### src/shared/rosc_pkg.sv
// Package with register map, field positions and encodings of the receive offset/sync control.
package rosc_pkg;
	localparam logic [7:0] ADDR_RX_CTRL_FIRST  = 8'h24;
	localparam logic [7:0] ADDR_RX_CTRL_SECOND = 8'h25;
	localparam logic [7:0] ADDR_STATUS         = 8'h26;
	localparam logic [7:0] ADDR_FUNC           = 8'h27;
	localparam logic [7:0] RST_RX_CTRL_FIRST   = 8'h00;
	localparam logic [7:0] RST_RX_CTRL_SECOND  = 8'h9c;
	localparam logic [7:0] RST_FUNC            = 8'h00;
	localparam int BIT_SW_DISABLE  = 7;
	localparam int BIT_FOUR_ERR    = 6;
	localparam int BIT_AUTO_AUTO_CRC_INVERT_ENABLE   = 5;
	localparam int BIT_FORCED_AUTO_CRC_INVERT_ENABLE = 4;
	localparam int BIT_LINE_POL    = 3;
	localparam logic [2:0] ERR_LIMIT_THREE = 3'h3;
	localparam logic [2:0] ERR_LIMIT_FOUR  = 3'h4;
	localparam logic [2:0] PORT_FUNC_SYNC   = 3'h0;
	localparam logic [2:0] PORT_FUNC_MARKER = 3'h1;
	localparam logic [10:0] OFFSET_MAX = 11'h7ff;
	localparam logic [10:0] FRAME_LAST_X1 = 11'h0ff;
	localparam logic [10:0] FRAME_LAST_X2 = 11'h1ff;
	localparam logic [10:0] FRAME_LAST_X4 = 11'h3ff;

	typedef struct packed {
		logic [7:0] addr;
		logic [7:0] wdata;
		logic       wr;
		logic       rd;
	} rosc_bus_s;

	typedef struct packed {
		logic fas_checked;
		logic fas_bad;
		logic sw_checked;
		logic sw_bad;
		logic crc_checked;
		logic crc_err;
		logic crc_slot;
	} rosc_frm_s;
endpackage

### src/logic/rosc_core.sv
// Receive offset, sync-loss criterion and CRC inversion control.
`timescale 1ns/100ps
`default_nettype none
module rosc_core (
	input  wire logic                clk_sys,
	input  wire logic                srst,
	input  wire rosc_pkg::rosc_bus_s bus,
	output logic [7:0]               rdata,
	input  wire rosc_pkg::rosc_frm_s frm,
	input  wire logic                receive_system_clock,
	input  wire logic                receive_sync_pulse_n,
	output logic                     receive_frame_marker,
	output logic                     receive_frame_marker_oe,
	output logic [10:0]              receive_bit_count,
	output logic                     sync_lost,
	output logic                     crc_invert,
	output logic                     line_input_polarity
);
	import rosc_pkg::*;

	logic [7:0]  ctrl1_reg;
	logic [7:0]  ctrl2_reg;
	logic [7:0]  func_reg;
	logic [7:0]  rdata_reg;
	logic [2:0]  fas_cnt_reg;
	logic [2:0]  sw_cnt_reg;
	logic        sync_lost_reg;
	logic        crc_err_prev_reg;
	logic        crc_inv_reg;
	logic [1:0]  clk_sync_reg;
	logic [1:0]  pulse_sync_reg;
	logic        clk_prev_reg;
	logic [10:0] bit_cnt_reg;
	logic        marker_reg;

	wire [2:0]  port_func     = func_reg[2:0];
	wire [1:0]  rate_sel      = func_reg[5:4];
	wire        sw_disable    = ctrl1_reg[BIT_SW_DISABLE];
	wire        four_err      = ctrl1_reg[BIT_FOUR_ERR];
	wire        auto_auto_crc_invert_enable     = ctrl1_reg[BIT_AUTO_AUTO_CRC_INVERT_ENABLE];
	wire        forced_auto_crc_invert_enable   = ctrl1_reg[BIT_FORCED_AUTO_CRC_INVERT_ENABLE];
	wire [10:0] receive_offset_value = {ctrl1_reg[2:0], ctrl2_reg};
	wire [2:0]  err_limit     = four_err ? ERR_LIMIT_FOUR : ERR_LIMIT_THREE;
	wire        wr_first      = bus.wr && (bus.addr == ADDR_RX_CTRL_FIRST);
	wire        wr_second     = bus.wr && (bus.addr == ADDR_RX_CTRL_SECOND);
	wire        wr_func_raw   = bus.wr && (bus.addr == ADDR_FUNC);
	// a function code other than sync or marker is not accepted
	wire        func_legal    = (bus.wdata[2:0] == PORT_FUNC_SYNC) ||
	                            (bus.wdata[2:0] == PORT_FUNC_MARKER);
	wire        wr_func       = wr_func_raw && func_legal;
	wire        sys_edge      = clk_sync_reg[1] && !clk_prev_reg;
	wire        pulse_active  = !pulse_sync_reg[1];
	// frame length 256 times clock ratio
	wire [10:0] frame_last    = (rate_sel == 2'h0) ? FRAME_LAST_X1 :
	                            (rate_sel == 2'h1) ? FRAME_LAST_X2 :
	                            (rate_sel == 2'h2) ? FRAME_LAST_X4 :
	                            OFFSET_MAX;
	wire [10:0] cnt_wrap      = (bit_cnt_reg >= frame_last) ? 11'h000 :
	                            11'(bit_cnt_reg + 11'h001);
	wire        sw_loss       = !sw_disable && (sw_cnt_reg >= err_limit);
	wire        fas_loss      = fas_cnt_reg >= err_limit;
	wire [2:0]  fas_cnt_next  = !frm.fas_checked ? fas_cnt_reg :
	                            !frm.fas_bad ? 3'h0 :
	                            (fas_cnt_reg == ERR_LIMIT_FOUR) ? fas_cnt_reg :
	                            3'(fas_cnt_reg + 3'h1);
	wire [2:0]  sw_cnt_next   = !frm.sw_checked ? sw_cnt_reg :
	                            !frm.sw_bad ? 3'h0 :
	                            (sw_cnt_reg == ERR_LIMIT_FOUR) ? sw_cnt_reg :
	                            3'(sw_cnt_reg + 3'h1);
	wire        mode_marker   = port_func == PORT_FUNC_MARKER;
	wire        mode_sync     = port_func == PORT_FUNC_SYNC;
	wire [7:0]  rd_mux        = (bus.addr == ADDR_RX_CTRL_FIRST)  ? ctrl1_reg :
	                            (bus.addr == ADDR_RX_CTRL_SECOND) ? ctrl2_reg :
	                            (bus.addr == ADDR_FUNC)           ? func_reg :
	                            (bus.addr == ADDR_STATUS)         ?
	                            {5'h00, crc_inv_reg, crc_err_prev_reg, sync_lost_reg} :
	                            8'h00;

	always_ff @(posedge clk_sys) begin
		if (srst) begin
			ctrl1_reg <= RST_RX_CTRL_FIRST;
			ctrl2_reg <= RST_RX_CTRL_SECOND;
			func_reg  <= RST_FUNC;
			rdata_reg <= 8'h00;
		end else begin
			if (wr_first) begin
				ctrl1_reg <= bus.wdata;
			end
			if (wr_second) begin
				ctrl2_reg <= bus.wdata;
			end
			if (wr_func) begin
				func_reg <= {2'h0, bus.wdata[5:4], 1'b0, bus.wdata[2:0]};
			end
			rdata_reg <= bus.rd ? rd_mux : 8'h00;
		end
	end

	always_ff @(posedge clk_sys) begin
		if (srst) begin
			fas_cnt_reg   <= 3'h0;
			sw_cnt_reg    <= 3'h0;
			sync_lost_reg <= 1'b0;
		end else begin
			fas_cnt_reg   <= fas_cnt_next;
			sw_cnt_reg    <= sw_cnt_next;
			sync_lost_reg <= fas_loss || sw_loss;
		end
	end

	always_ff @(posedge clk_sys) begin
		if (srst) begin
			crc_err_prev_reg <= 1'b0;
			crc_inv_reg      <= 1'b0;
		end else begin
			if (frm.crc_checked) begin
				crc_err_prev_reg <= frm.crc_err;
			end
			crc_inv_reg <= frm.crc_slot && (forced_auto_crc_invert_enable || (auto_auto_crc_invert_enable && crc_err_prev_reg));
		end
	end

	always_ff @(posedge clk_sys) begin
		if (srst) begin
			clk_sync_reg   <= 2'h0;
			pulse_sync_reg <= 2'h3;
			clk_prev_reg   <= 1'b0;
		end else begin
			clk_sync_reg   <= {clk_sync_reg[0], receive_system_clock};
			pulse_sync_reg <= {pulse_sync_reg[0], receive_sync_pulse_n};
			clk_prev_reg   <= clk_sync_reg[1];
		end
	end

	always_ff @(posedge clk_sys) begin
		if (srst) begin
			bit_cnt_reg <= 11'h000;
			marker_reg  <= 1'b0;
		end else if (sys_edge) begin
			// in sync mode, pulse loads offset on clock edge
			if (mode_sync && pulse_active) begin
				bit_cnt_reg <= receive_offset_value;
			end else begin
				bit_cnt_reg <= cnt_wrap;
			end
			marker_reg <= mode_marker && (cnt_wrap == receive_offset_value);
		end
	end

	assign rdata                   = rdata_reg;
	assign sync_lost               = sync_lost_reg;
	assign crc_invert              = crc_inv_reg;
	assign receive_bit_count       = bit_cnt_reg;
	assign receive_frame_marker    = marker_reg;
	// marker drives the port only in marker mode
	assign receive_frame_marker_oe = mode_marker;
	assign line_input_polarity     = ctrl1_reg[BIT_LINE_POL];
endmodule
`default_nettype wire

### config.mk
export PLATFORM = sky130hd
export DESIGN_NAME = rosc_core
export DESIGN_NICKNAME = d
export VERILOG_FILES = /design/src/shared/rosc_pkg.sv /design/src/logic/rosc_core.sv
export SDC_FILE = /design/constraint.sdc
export NUM_CORES = 1
export LEC_CHECK = 0
export ABC_AREA = 1
export BUFFER_PORTS_ARGS = -buffer_cell sky130_fd_sc_hd__buf_2
export CAP_MARGIN = 20
export CELL_PAD_IN_SITES_DETAIL_PLACEMENT = 0
export CELL_PAD_IN_SITES_GLOBAL_PLACEMENT = 2
export CORE_ASPECT_RATIO = 0.9
export CORE_MARGIN = 3
export CORE_UTILIZATION = 33
export CTS_BUF_LIST = sky130_fd_sc_hd__clkbuf_8 sky130_fd_sc_hd__clkbuf_16
export DETAILED_ROUTE_END_ITERATION = 10
export PLACE_DENSITY_LB_ADDON = 0.1
export SETUP_SLACK_MARGIN = 0.15
export SLEW_MARGIN = 20
export SYNTH_ARGS = -nofsm -noshare
export SYNTH_HDL_FRONTEND = slang
export SYNTH_SLANG_ARGS = --single-unit
### constraint.sdc
create_clock -name clk_sys -period 3.5 [get_ports clk_sys]
set_input_delay 0.875 -clock clk_sys [delete_from_list [all_inputs] [get_ports clk_sys]]
set_output_delay 0.875 -clock clk_sys [all_outputs]
set_load 0.02 [all_outputs]
==> After elaboration in Yosys (flattened, before gate mapping) <==
Cells that the tools add are included.
Widths: inputs -> output; s select.
{ "op_classes": {"mux": 14, "bitwise": 1, "n_eq_ne": 13, "magnitude_cmp": 3, "n_addsub": 3, "reduce_logical": 22} }
{ "ops": {"columns": ["operator", "n"], "rows": [
  ["$mux 11", 5],
  ["$eq 8x6->1 const B", 4],
  ["$mux 3", 6],
  ["$mux 8", 2],
  ["$add 11x1->11 const B", 1],
  ["$eq 11x11->1", 1],
  ["$ge 11x11->1", 1],
  ["$logic_and 1x1->1", 10],
  ["$add 3x1->3 const B", 2],
  ["$eq 3x1->1 const B", 2],
  ["$eq 3x3->1 const B", 2],
  ["$ge 3x3->1", 2],
  ["$logic_not 3->1", 2],
  ["$mux 6", 1],
  ["$ne 2x2->1 const B", 2],
  ["$reduce_and 2->1", 2],
  ["$logic_not 1->1", 3],
  ["$logic_or 1x1->1", 3],
  ["$eq 2x1->1 const B", 1],
  ["$eq 2x2->1 const B", 1],
  ["$logic_not 2->1", 1],
  ["$reduce_or 2->1", 1],
  ["$not 1->1", 1]
]} }
{ "word_totals": {"regBits": 55, "in_bits": 29} }

==> Depth between registers and ports, before layout <==
Gate-level depths: netlist (run 1).
{ "depth": {"word_depth": 8, "mapped_depth": 15, "mapped_depth_nobuf": 15} }

==> Worst setup path before layout (run 1) <==
No wires, ideal clock.
{ "synth_path": {"path_kind": "input to register", "startpoint": "in bus[15] (netlist bit)", "endpoint": "reg ctrl1_reg[1]", "arrival_time_ns": 2.062, "setup_time_ns": 0.119, "stages": 10, "path_slack_ns": 1.319, "cell_sequence": "inv_1 nor2_1 nand2_1 nor4_4 inv_1 nor2_2 inv_1 buf_2 o21ai_0 a21oi_1"} }
{ "synth_via": {"elab_chain_cells": 2} }
{ "synth_rtl": {"columns": ["item", "line_no", "text"], "rows": [
  ["start, declared", "rosc_core.sv:7", "input wire rosc_pkg::rosc_bus_s bus,"],
  ["$eq 8x6->1", "rosc_core.sv:44", "wire wr_first = bus.wr && (bus.addr == ADDR_RX_CTRL_FIRST);"],
  ["$logic_and 1x1->1", "rosc_core.sv:44", null],
  ["end signal, assigned", "rosc_core.sv:87", "ctrl1_reg <= bus.wdata;"],
  ["end, declared", "rosc_core.sv:21", "logic [7:0] ctrl1_reg;"]
]} }
Every way passes these cells.
A chain may end at the register's enable or synchronous reset.

==> Final worst setup path (run 1) <==
{ "layout_path": {"startpoint": "reg func_reg[5]", "endpoint": "reg marker_reg (netlist: receive_frame_marker)"} }
{ "layout_via": {"elab_chain_cells": 8} }
{ "layout_rtl": {"columns": ["item", "line_no", "text"], "rows": [
  ["start, declared", "rosc_core.sv:23", "logic [7:0] func_reg;"],
  ["start signal, assigned", "rosc_core.sv:93", "func_reg <= {2'h0, bus.wdata[5:4], 1'b0, bus.wdata[2:0]};"],
  ["$eq 2x2->1", "rosc_core.sv:56", "(rate_sel == 2'h2) ? FRAME_LAST_X4 :"],
  ["$mux 11", "rosc_core.sv:56", null],
  ["$mux 11", "rosc_core.sv:55", "(rate_sel == 2'h1) ? FRAME_LAST_X2 :"],
  ["$mux 11 (*)", "rosc_core.sv:54", "wire [10:0] frame_last = (rate_sel == 2'h0) ? FRAME_LAST_X1 :"],
  ["$ge 11x11->1 (*)", "rosc_core.sv:58", "wire [10:0] cnt_wrap = (bit_cnt_reg >= frame_last) ? 11'h000 :"],
  ["$mux 11 (*)", "rosc_core.sv:58", null],
  ["$eq 11x11->1 (*)", "rosc_core.sv:146", "marker_reg <= mode_marker && (cnt_wrap == receive_offset_value);"],
  ["$logic_and 1x1->1 (*)", "rosc_core.sv:146", null],
  ["end signal, assigned", "rosc_core.sv:146", null],
  ["end, declared", "rosc_core.sv:34", "logic marker_reg;"]
]} }
Mark *: on every way between the ends. The rest lies on a longest branch, timed or not.

==> results of run 1 <==
==> synth_stat cells (all sizes together) <==
master	number
nand2	116
inv	59
dfxtp	55
nor2	40
o21ai	36
a21oi	34
nand3	19
a31oi	14
ha	14
clkbuf	7
nand4	5
buf	4
nor3	4
nor4	4
a41oi	3
a211oi	2
nor3b	2
or2	2
xor2	2
a21boi	1
a221oi	1
clkinv	1
o211ai	1
o21bai	1
xnor2	1
==> metrics by stage <==
| step | area, um2 | setup slack [ns] | total power, uW | instances |
|---|---|---|---|---|
| after floorplan | 3000 | 1.32 | 764 | 428 |
| after global placement | 3390 | 1.01 | 817 | 591 |
| after detailed placement | 3390 | 0.911 | 817 | 591 |
| after CTS | 3500 | 1.07 | 1260 | 599 |
| after global routing | 3500 | 0.831 | 1310 | 599 |
| final | 3500 | 1.11 | 1250 | 599 |
==> layer usage <==
layer | routed length, um | global-route usage | vias to the layer above
met3 | 238 | 0.0259 | 9
met1 | 4470 | 0.248 | 1310
met2 | 3680 | 0.272 | 45
met5 | 0 | 0 | -
met4 | 95 | 0.0405 | 0
li1 | - | - | 1497
==> worst min-delay path: cells and delay by family (launching register included) <==
family        cells  cell delay [ns]
flops             1             0.31
simple gates      1             0.03
buf+inv           1             0.05
==> worst max-delay path by stage <==
stage,startpoint,endpoint,slack (ns),cells past startpoint
global route,func_reg[5],receive_frame_marker,0.83,15
global placement,bus[14],ctrl1_reg[6],1.01,9
floorplan,bus[15],ctrl1_reg[1],1.32,10
CTS,func_reg[5],receive_frame_marker,1.07,15
finish,func_reg[5],receive_frame_marker,1.11,15
detailed placement,bus[14],ctrl1_reg[6],0.91,9
==> kinds of logic after synthesis <==
group / after synthesis
simple gates: 192
xor+xnor: 3
compound gates: 93
fa+ha+maj: 14
buf+inv: 71
flops: 55
==> final cells by class <==
cell class	instances	area, um2
inverters	60	225
clock buffers	6	82.6
well taps	119	149
fillers	984	5220
multi-input cells	302	1630
flip-flops and latches	55	1100
repair buffers	55	283
clock inverters	2	35.0
==> power by group <==
group / switching, uW / internal (uW)
clock: 214 / 232
combinational: 95.2 / 51.3
sequential: 15.9 / 639
==> results.py, run 1 <==
metrics = {
    "clock_tree": {
        "cts-resized-gates": 0,
        "postCtsSetupRepairBufs": 0,
        "clk_root_buffer_cell": "clkbuf_8",
        "cts_hold_buffers": 0,
        "htreeDepth": 2,
        "cts_tree": "done",
        "cts_sinks": 55,
        "clkTransAtPathRegs_ns": 0.10,
        "clk_latency_ns": 0.31,
        "cts_made_buffers": 5,
        "clock_path_buffers": 2,
    },
    "finish": {
        "post-route-util": 0.402,
        "layout-drive-gt1-share": 0.181,
        "num_antenna_cells": 0,
        "area_growth_pct": 16.7,
        "layout_commonest_cell": "nand2_1",
        "largest_reg_flops": 11,
        "final_cell_mix": "112 x nand2_1, 59 x inv_1, 55 x dfxtp_1",
        "fin_nets": 522,
    },
    "floorplan": {
        "die_y_um": 96.5,
        "dieWidth_um": 107,
        "row_count": 32,
        "die_area_mm2": 0.0103,
        "initial_core_util": 0.344,
        "pin_count": 53,
        "core_mm2": 0.00873,
    },
    "route": {
        "drtPass1Iterations": 4,
        "drc": 0,
        "wl_mm": 8.47,
        "drtIter0Drc": 112,
        "antenna_left": 0,
        "vias_per_cell": 4.78,
        "wl_per_cell_um": 14.1,
        "num_vias": 2861,
    },
    "synthesis": {
        "synth-seq-cells": 55,
        "synth_compound_area_frac": 0.172,
        "ys_seq_area_frac": 0.367,
        "syn_area_per_cell_um2": 7.02,
        "synth_cells": 428,
        "synth_nets": 471,
        "yosysUniqueCellTypes": 35,
        "synth_top_family_by_area": "simple AND/OR/NAND/NOR gates",
        "synthSimpleGateAreaFrac": 0.298,
        "synthMuxAreaShare": 0,
        "yosys_warnings": 0,
        "synth_xor_area_frac": 0.0112,
        "syn_area_mm2": 0.00300,
        "synth_top_cell_by_area": "dfxtp_1",
        "synth_top_cell_area_share": 0.367,
        "yosys.area_share.adder": 0.0583,
        "synthTopCellsByArea": "dfxtp_1 37%, nand2_1 14%, inv_1 7.4%, ha_1 5.8%, o21ai_0 5.5%",
    },
    "placement": {
        "port-buffer-count": 52,
        "routabilityCongestion": 0.830,
        "dp_hpwl_mm": 6.59,
    },
    "sta": {
        "tightest_slew_ns": 0.562,
        "timing.slew.headroom": 0.623,
        "clock_skew_ns": 0.00444,
        "max_freq_mhz": 419,
        "period_minus_slack_ns": 2.39,
        "hold_viol": 0,
        "fin_tns_setup_ns": 0,
        "timing.final.crit_share": 0.682,
        "hold_slack_ns": 0.419,
        "final-max-slew-violation-count": 0,
        "rsz0062_at_grt": "no",
        "setup_violations": 0,
    },
    "run": {
        "drv_cap": 0,
    },
    "power": {
        "power.leakage_uw": 0.00152,
        "ir_worst_vdd_mv": 0.226,
        "power.density_mw_per_mm2": 356,
    },
    "grt": {
        "grt_max_degree": 23,
        "grt_pass1_vias": 2746,
        "track_usage": 0.172,
        "overflow": 0,
        "grt_antenna_before_repair": 0,
        "grt_pass1_wl_mm": 13.8,
    },
    "critical_path": {
        "cp-start-kind": "flip-flop",
        "crit_family": "simple AND/OR/NAND/NOR gates",
        "reg2reg_slack_ns": 1.11,
        "critical_path.slowest_cell": "dfxtp_1",
        "crit_required_ns": 3.75,
        "cp.arrival_ns": 2.64,
        "r2r_start": "func_reg[5]",
        "path_cells": "nand2_1, ha_1, nand2_1, inv_1, a21oi_2, nand2_1, nor2_2, nand2_1, nand2_1, nand2_1, nor2_1, nand2_1, nor2_1, nand2_1, a21oi_2",
        "max_stage_delay_ns": 0.42,
        "r2r_cells": 15,
        "crit_fanout": 8,
        "path_common_cell": "nand2_1",
        "path_buf_inv": 1,
        "r2r_end": "receive_frame_marker",
        "critical_path_class": "flip-flop to flip-flop",
        "critPathCaptureType": "flip-flop",
    },
    "hold_path": {
        "hold_start": "clk_sync_reg[0]",
        "whs_path_depth": 2,
        "hold_path_class": "flip-flop to flip-flop",
        "min_to": "clk_sync_reg[1]",
    },
    "run_status": {
        "run_status": "complete, no violations",
    },
}
(Power assumes the default switching activity.)
==> run 2: changes to the inputs <==
--- a/config.mk
+++ b/config.mk
@@ -12,7 +12,7 @@
 export CELL_PAD_IN_SITES_GLOBAL_PLACEMENT = 2
 export CORE_ASPECT_RATIO = 0.9
 export CORE_MARGIN = 3
-export CORE_UTILIZATION = 33
+export CORE_UTILIZATION = 31
 export CTS_BUF_LIST = sky130_fd_sc_hd__clkbuf_8 sky130_fd_sc_hd__clkbuf_16
 export DETAILED_ROUTE_END_ITERATION = 10
 export PLACE_DENSITY_LB_ADDON = 0.1
==> constraint.sdc (replaced) <==
create_clock -name clk_sys -period 2.5 [get_ports clk_sys]
set_input_delay 0.625 -clock clk_sys [delete_from_list [all_inputs] [get_ports clk_sys]]
set_output_delay 0.625 -clock clk_sys [all_outputs]
set_load 0.02 [all_outputs]
==> run 2 against run 1 <==
  * Maximum frequency rose by 15%
  * Clock skew increased by 0.0071 ns
  * Flip-flop and latch count unchanged
  * Critical endpoint unchanged
  * Highest routed layer unchanged
==> results.py, run 2 (synthesized netlist as in run 1, its figures left out) <==
metrics = {
    "clock_tree": {
        "cts_tree": "done",
        "postCtsSetupRepairBufs": 0,
        "htreeDepth": 2,
        "clock_path_buffers": 2,
        "cts_sinks": 55,
        "clk_latency_ns": 0.32,
        "clkTransAtPathRegs_ns": 0.10,
        "clk_root_buffer_cell": "clkbuf_8",
        "cts_made_buffers": 5,
    },
    "route": {
        "wl_per_cell_um": 14.6,
        "drtIter0Drc": 135,
        "drtPass1Iterations": 4,
        "antenna_left": 0,
        "wl_mm": 8.86,
        "vias_per_cell": 4.75,
        "num_vias": 2888,
        "drc": 0,
    },
    "finish": {
        "seq_area_mm2": 0.00110,
        "post-route-util": 0.383,
        "area_growth_pct": 18.5,
        "num_antenna_cells": 0,
        "fillers": 1034,
        "largest_reg_flops": 11,
        "layout_commonest_cell": "nand2_1",
        "fin_nets": 529,
        "layout-drive-gt1-share": 0.189,
        "final_cell_mix": "112 x nand2_1, 60 x inv_1, 55 x dfxtp_1",
        "multi_input_area_mm2": 0.00164,
        "fin_cells": 608,
        "final_area_mm2": 0.00356,
    },
    "floorplan": {
        "row_count": 33,
        "die_area_mm2": 0.0109,
        "core_mm2": 0.00929,
        "die_y_um": 99.4,
        "dieWidth_um": 110,
        "initial_core_util": 0.323,
        "pin_count": 53,
    },
    "hold_path": {
        "hold_path_class": "flip-flop to flip-flop",
        "min_to": "clk_sync_reg[1]",
        "whs_path_depth": 2,
        "hold_start": "clk_sync_reg[0]",
    },
    "critical_path": {
        "crit_fanout": 14,
        "critical_path_class": "flip-flop to flip-flop",
        "path_buf_inv": 1,
        "r2r_start": "func_reg[5]",
        "critPathCaptureType": "flip-flop",
        "cp.arrival_ns": 2.33,
        "reg2reg_slack_ns": 0.43,
        "r2r_cells": 13,
        "r2r_end": "receive_frame_marker",
        "crit_family": "simple AND/OR/NAND/NOR gates",
        "max_stage_delay_ns": 0.38,
        "path_common_cell": "nand2_1",
        "crit_required_ns": 2.76,
        "cp-start-kind": "flip-flop",
        "critical_path.slowest_cell": "dfxtp_1",
        "path_cells": "nand2_1, ha_1, nand2_1, inv_1, a21oi_4, nand3_4, o21ai_0, nand2_1, nor2_1, nand2_1, nor2_1, nand2_1, a21oi_2",
    },
    "placement": {
        "dp_cells": 601,
        "dp_hpwl_mm": 7.08,
        "port-buffer-count": 52,
        "routabilityCongestion": 0.793,
        "place_area_mm2": 0.00344,
    },
    "sta": {
        "rsz0062_at_grt": "no",
        "tightest_slew_ns": 0.458,
        "setup_violations": 0,
        "timing.slew.headroom": 0.692,
        "final-max-slew-violation-count": 0,
        "fin_tns_setup_ns": 0,
        "period_minus_slack_ns": 2.07,
        "timing.final.crit_share": 0.829,
        "clock_skew_ns": 0.0115,
        "hold_viol": 0,
        "max_freq_mhz": 482,
    },
    "grt": {
        "grt_max_degree": 17,
        "grt_pass1_wl_mm": 14.6,
        "grt_antenna_before_repair": 0,
        "overflow": 0,
        "track_usage": 0.173,
        "grt_pass1_vias": 2818,
    },
    "run": {
        "drv_cap": 0,
    },
    "power": {
        "power.density_mw_per_mm2": 482,
        "ir_worst_vdd_mv": 0.204,
        "power.leakage_uw": 0.00156,
    },
    "run_status": {
        "run_status": "complete, no violations",
    },
}
[run 2: how the worst max path moves through the flow]
| stage | start | end | cells after the start |
|---|---|---|---|
| final | func_reg[5] | receive_frame_marker | 13 |
| after CTS | func_reg[5] | receive_frame_marker | 15 |
| after floorplan | receive_bit_count[10] | receive_frame_marker | 13 |
| after detailed placement | func_reg[5] | receive_frame_marker | 15 |
| after global routing | func_reg[5] | receive_frame_marker | 13 |
| after global placement | func_reg[5] | receive_frame_marker | 15 |
[run 2: power breakdown]
| group | switching, uW | total (uW) | internal (uW) |
|---|---|---|---|
| sequential | 22.7 | 917 | 895 |
| combinational | 135 | 212 | 76.6 |
| clock | 296 | 587 | 290 |
[run 2: worst register-to-register path, delay by kind of cell (launching register included)]
kind	cells	cell delay, ns
simple gates	8	0.76
buf+inv	1	0.08
fa+ha+maj	1	0.29
compound gates	3	0.52
flops	1	0.38
[run 2: per-stage QoR]
step / total power (uW) / worst slack [ns] / hold WS, ns
floorplan: 1070 / 0.492 / 0.388
global placement: 1150 / 0.370 / 0.401
detailed placement: 1150 / 0.294 / 0.397
CTS: 1740 / 0.271 / 0.417
global route: 1810 / 0.163 / 0.439
finish: 1720 / 0.427 / 0.413
[run 2: what timing repair did]
item / CTS / global route
gates resized for setup: 0 / 2
hold buffers: 0 / 0
setup endpoints to repair: 0 / 1
[run 2: metal layers]
metal / track usage / wire length, um / vias up
li1: - / - / 1515
met1: 0.262 / 4660 / 1309
met2: 0.255 / 3710 / 56
met3: 0.0318 / 413 / 8
met4: 0.0345 / 72 / 0
met5: 0 / 0 / -
[run 2: layout make-up]
| type | instances | area share |
|---|---|---|
| clock buffers | 5 | 0.0193 |
| clock inverters | 2 | 0.00949 |
| inverters | 60 | 0.0633 |
| multi-input cells | 302 | 0.461 |
| flip-flops and latches | 55 | 0.309 |
| well taps | 122 | 0.0429 |
| repair buffers | 62 | 0.0942 |
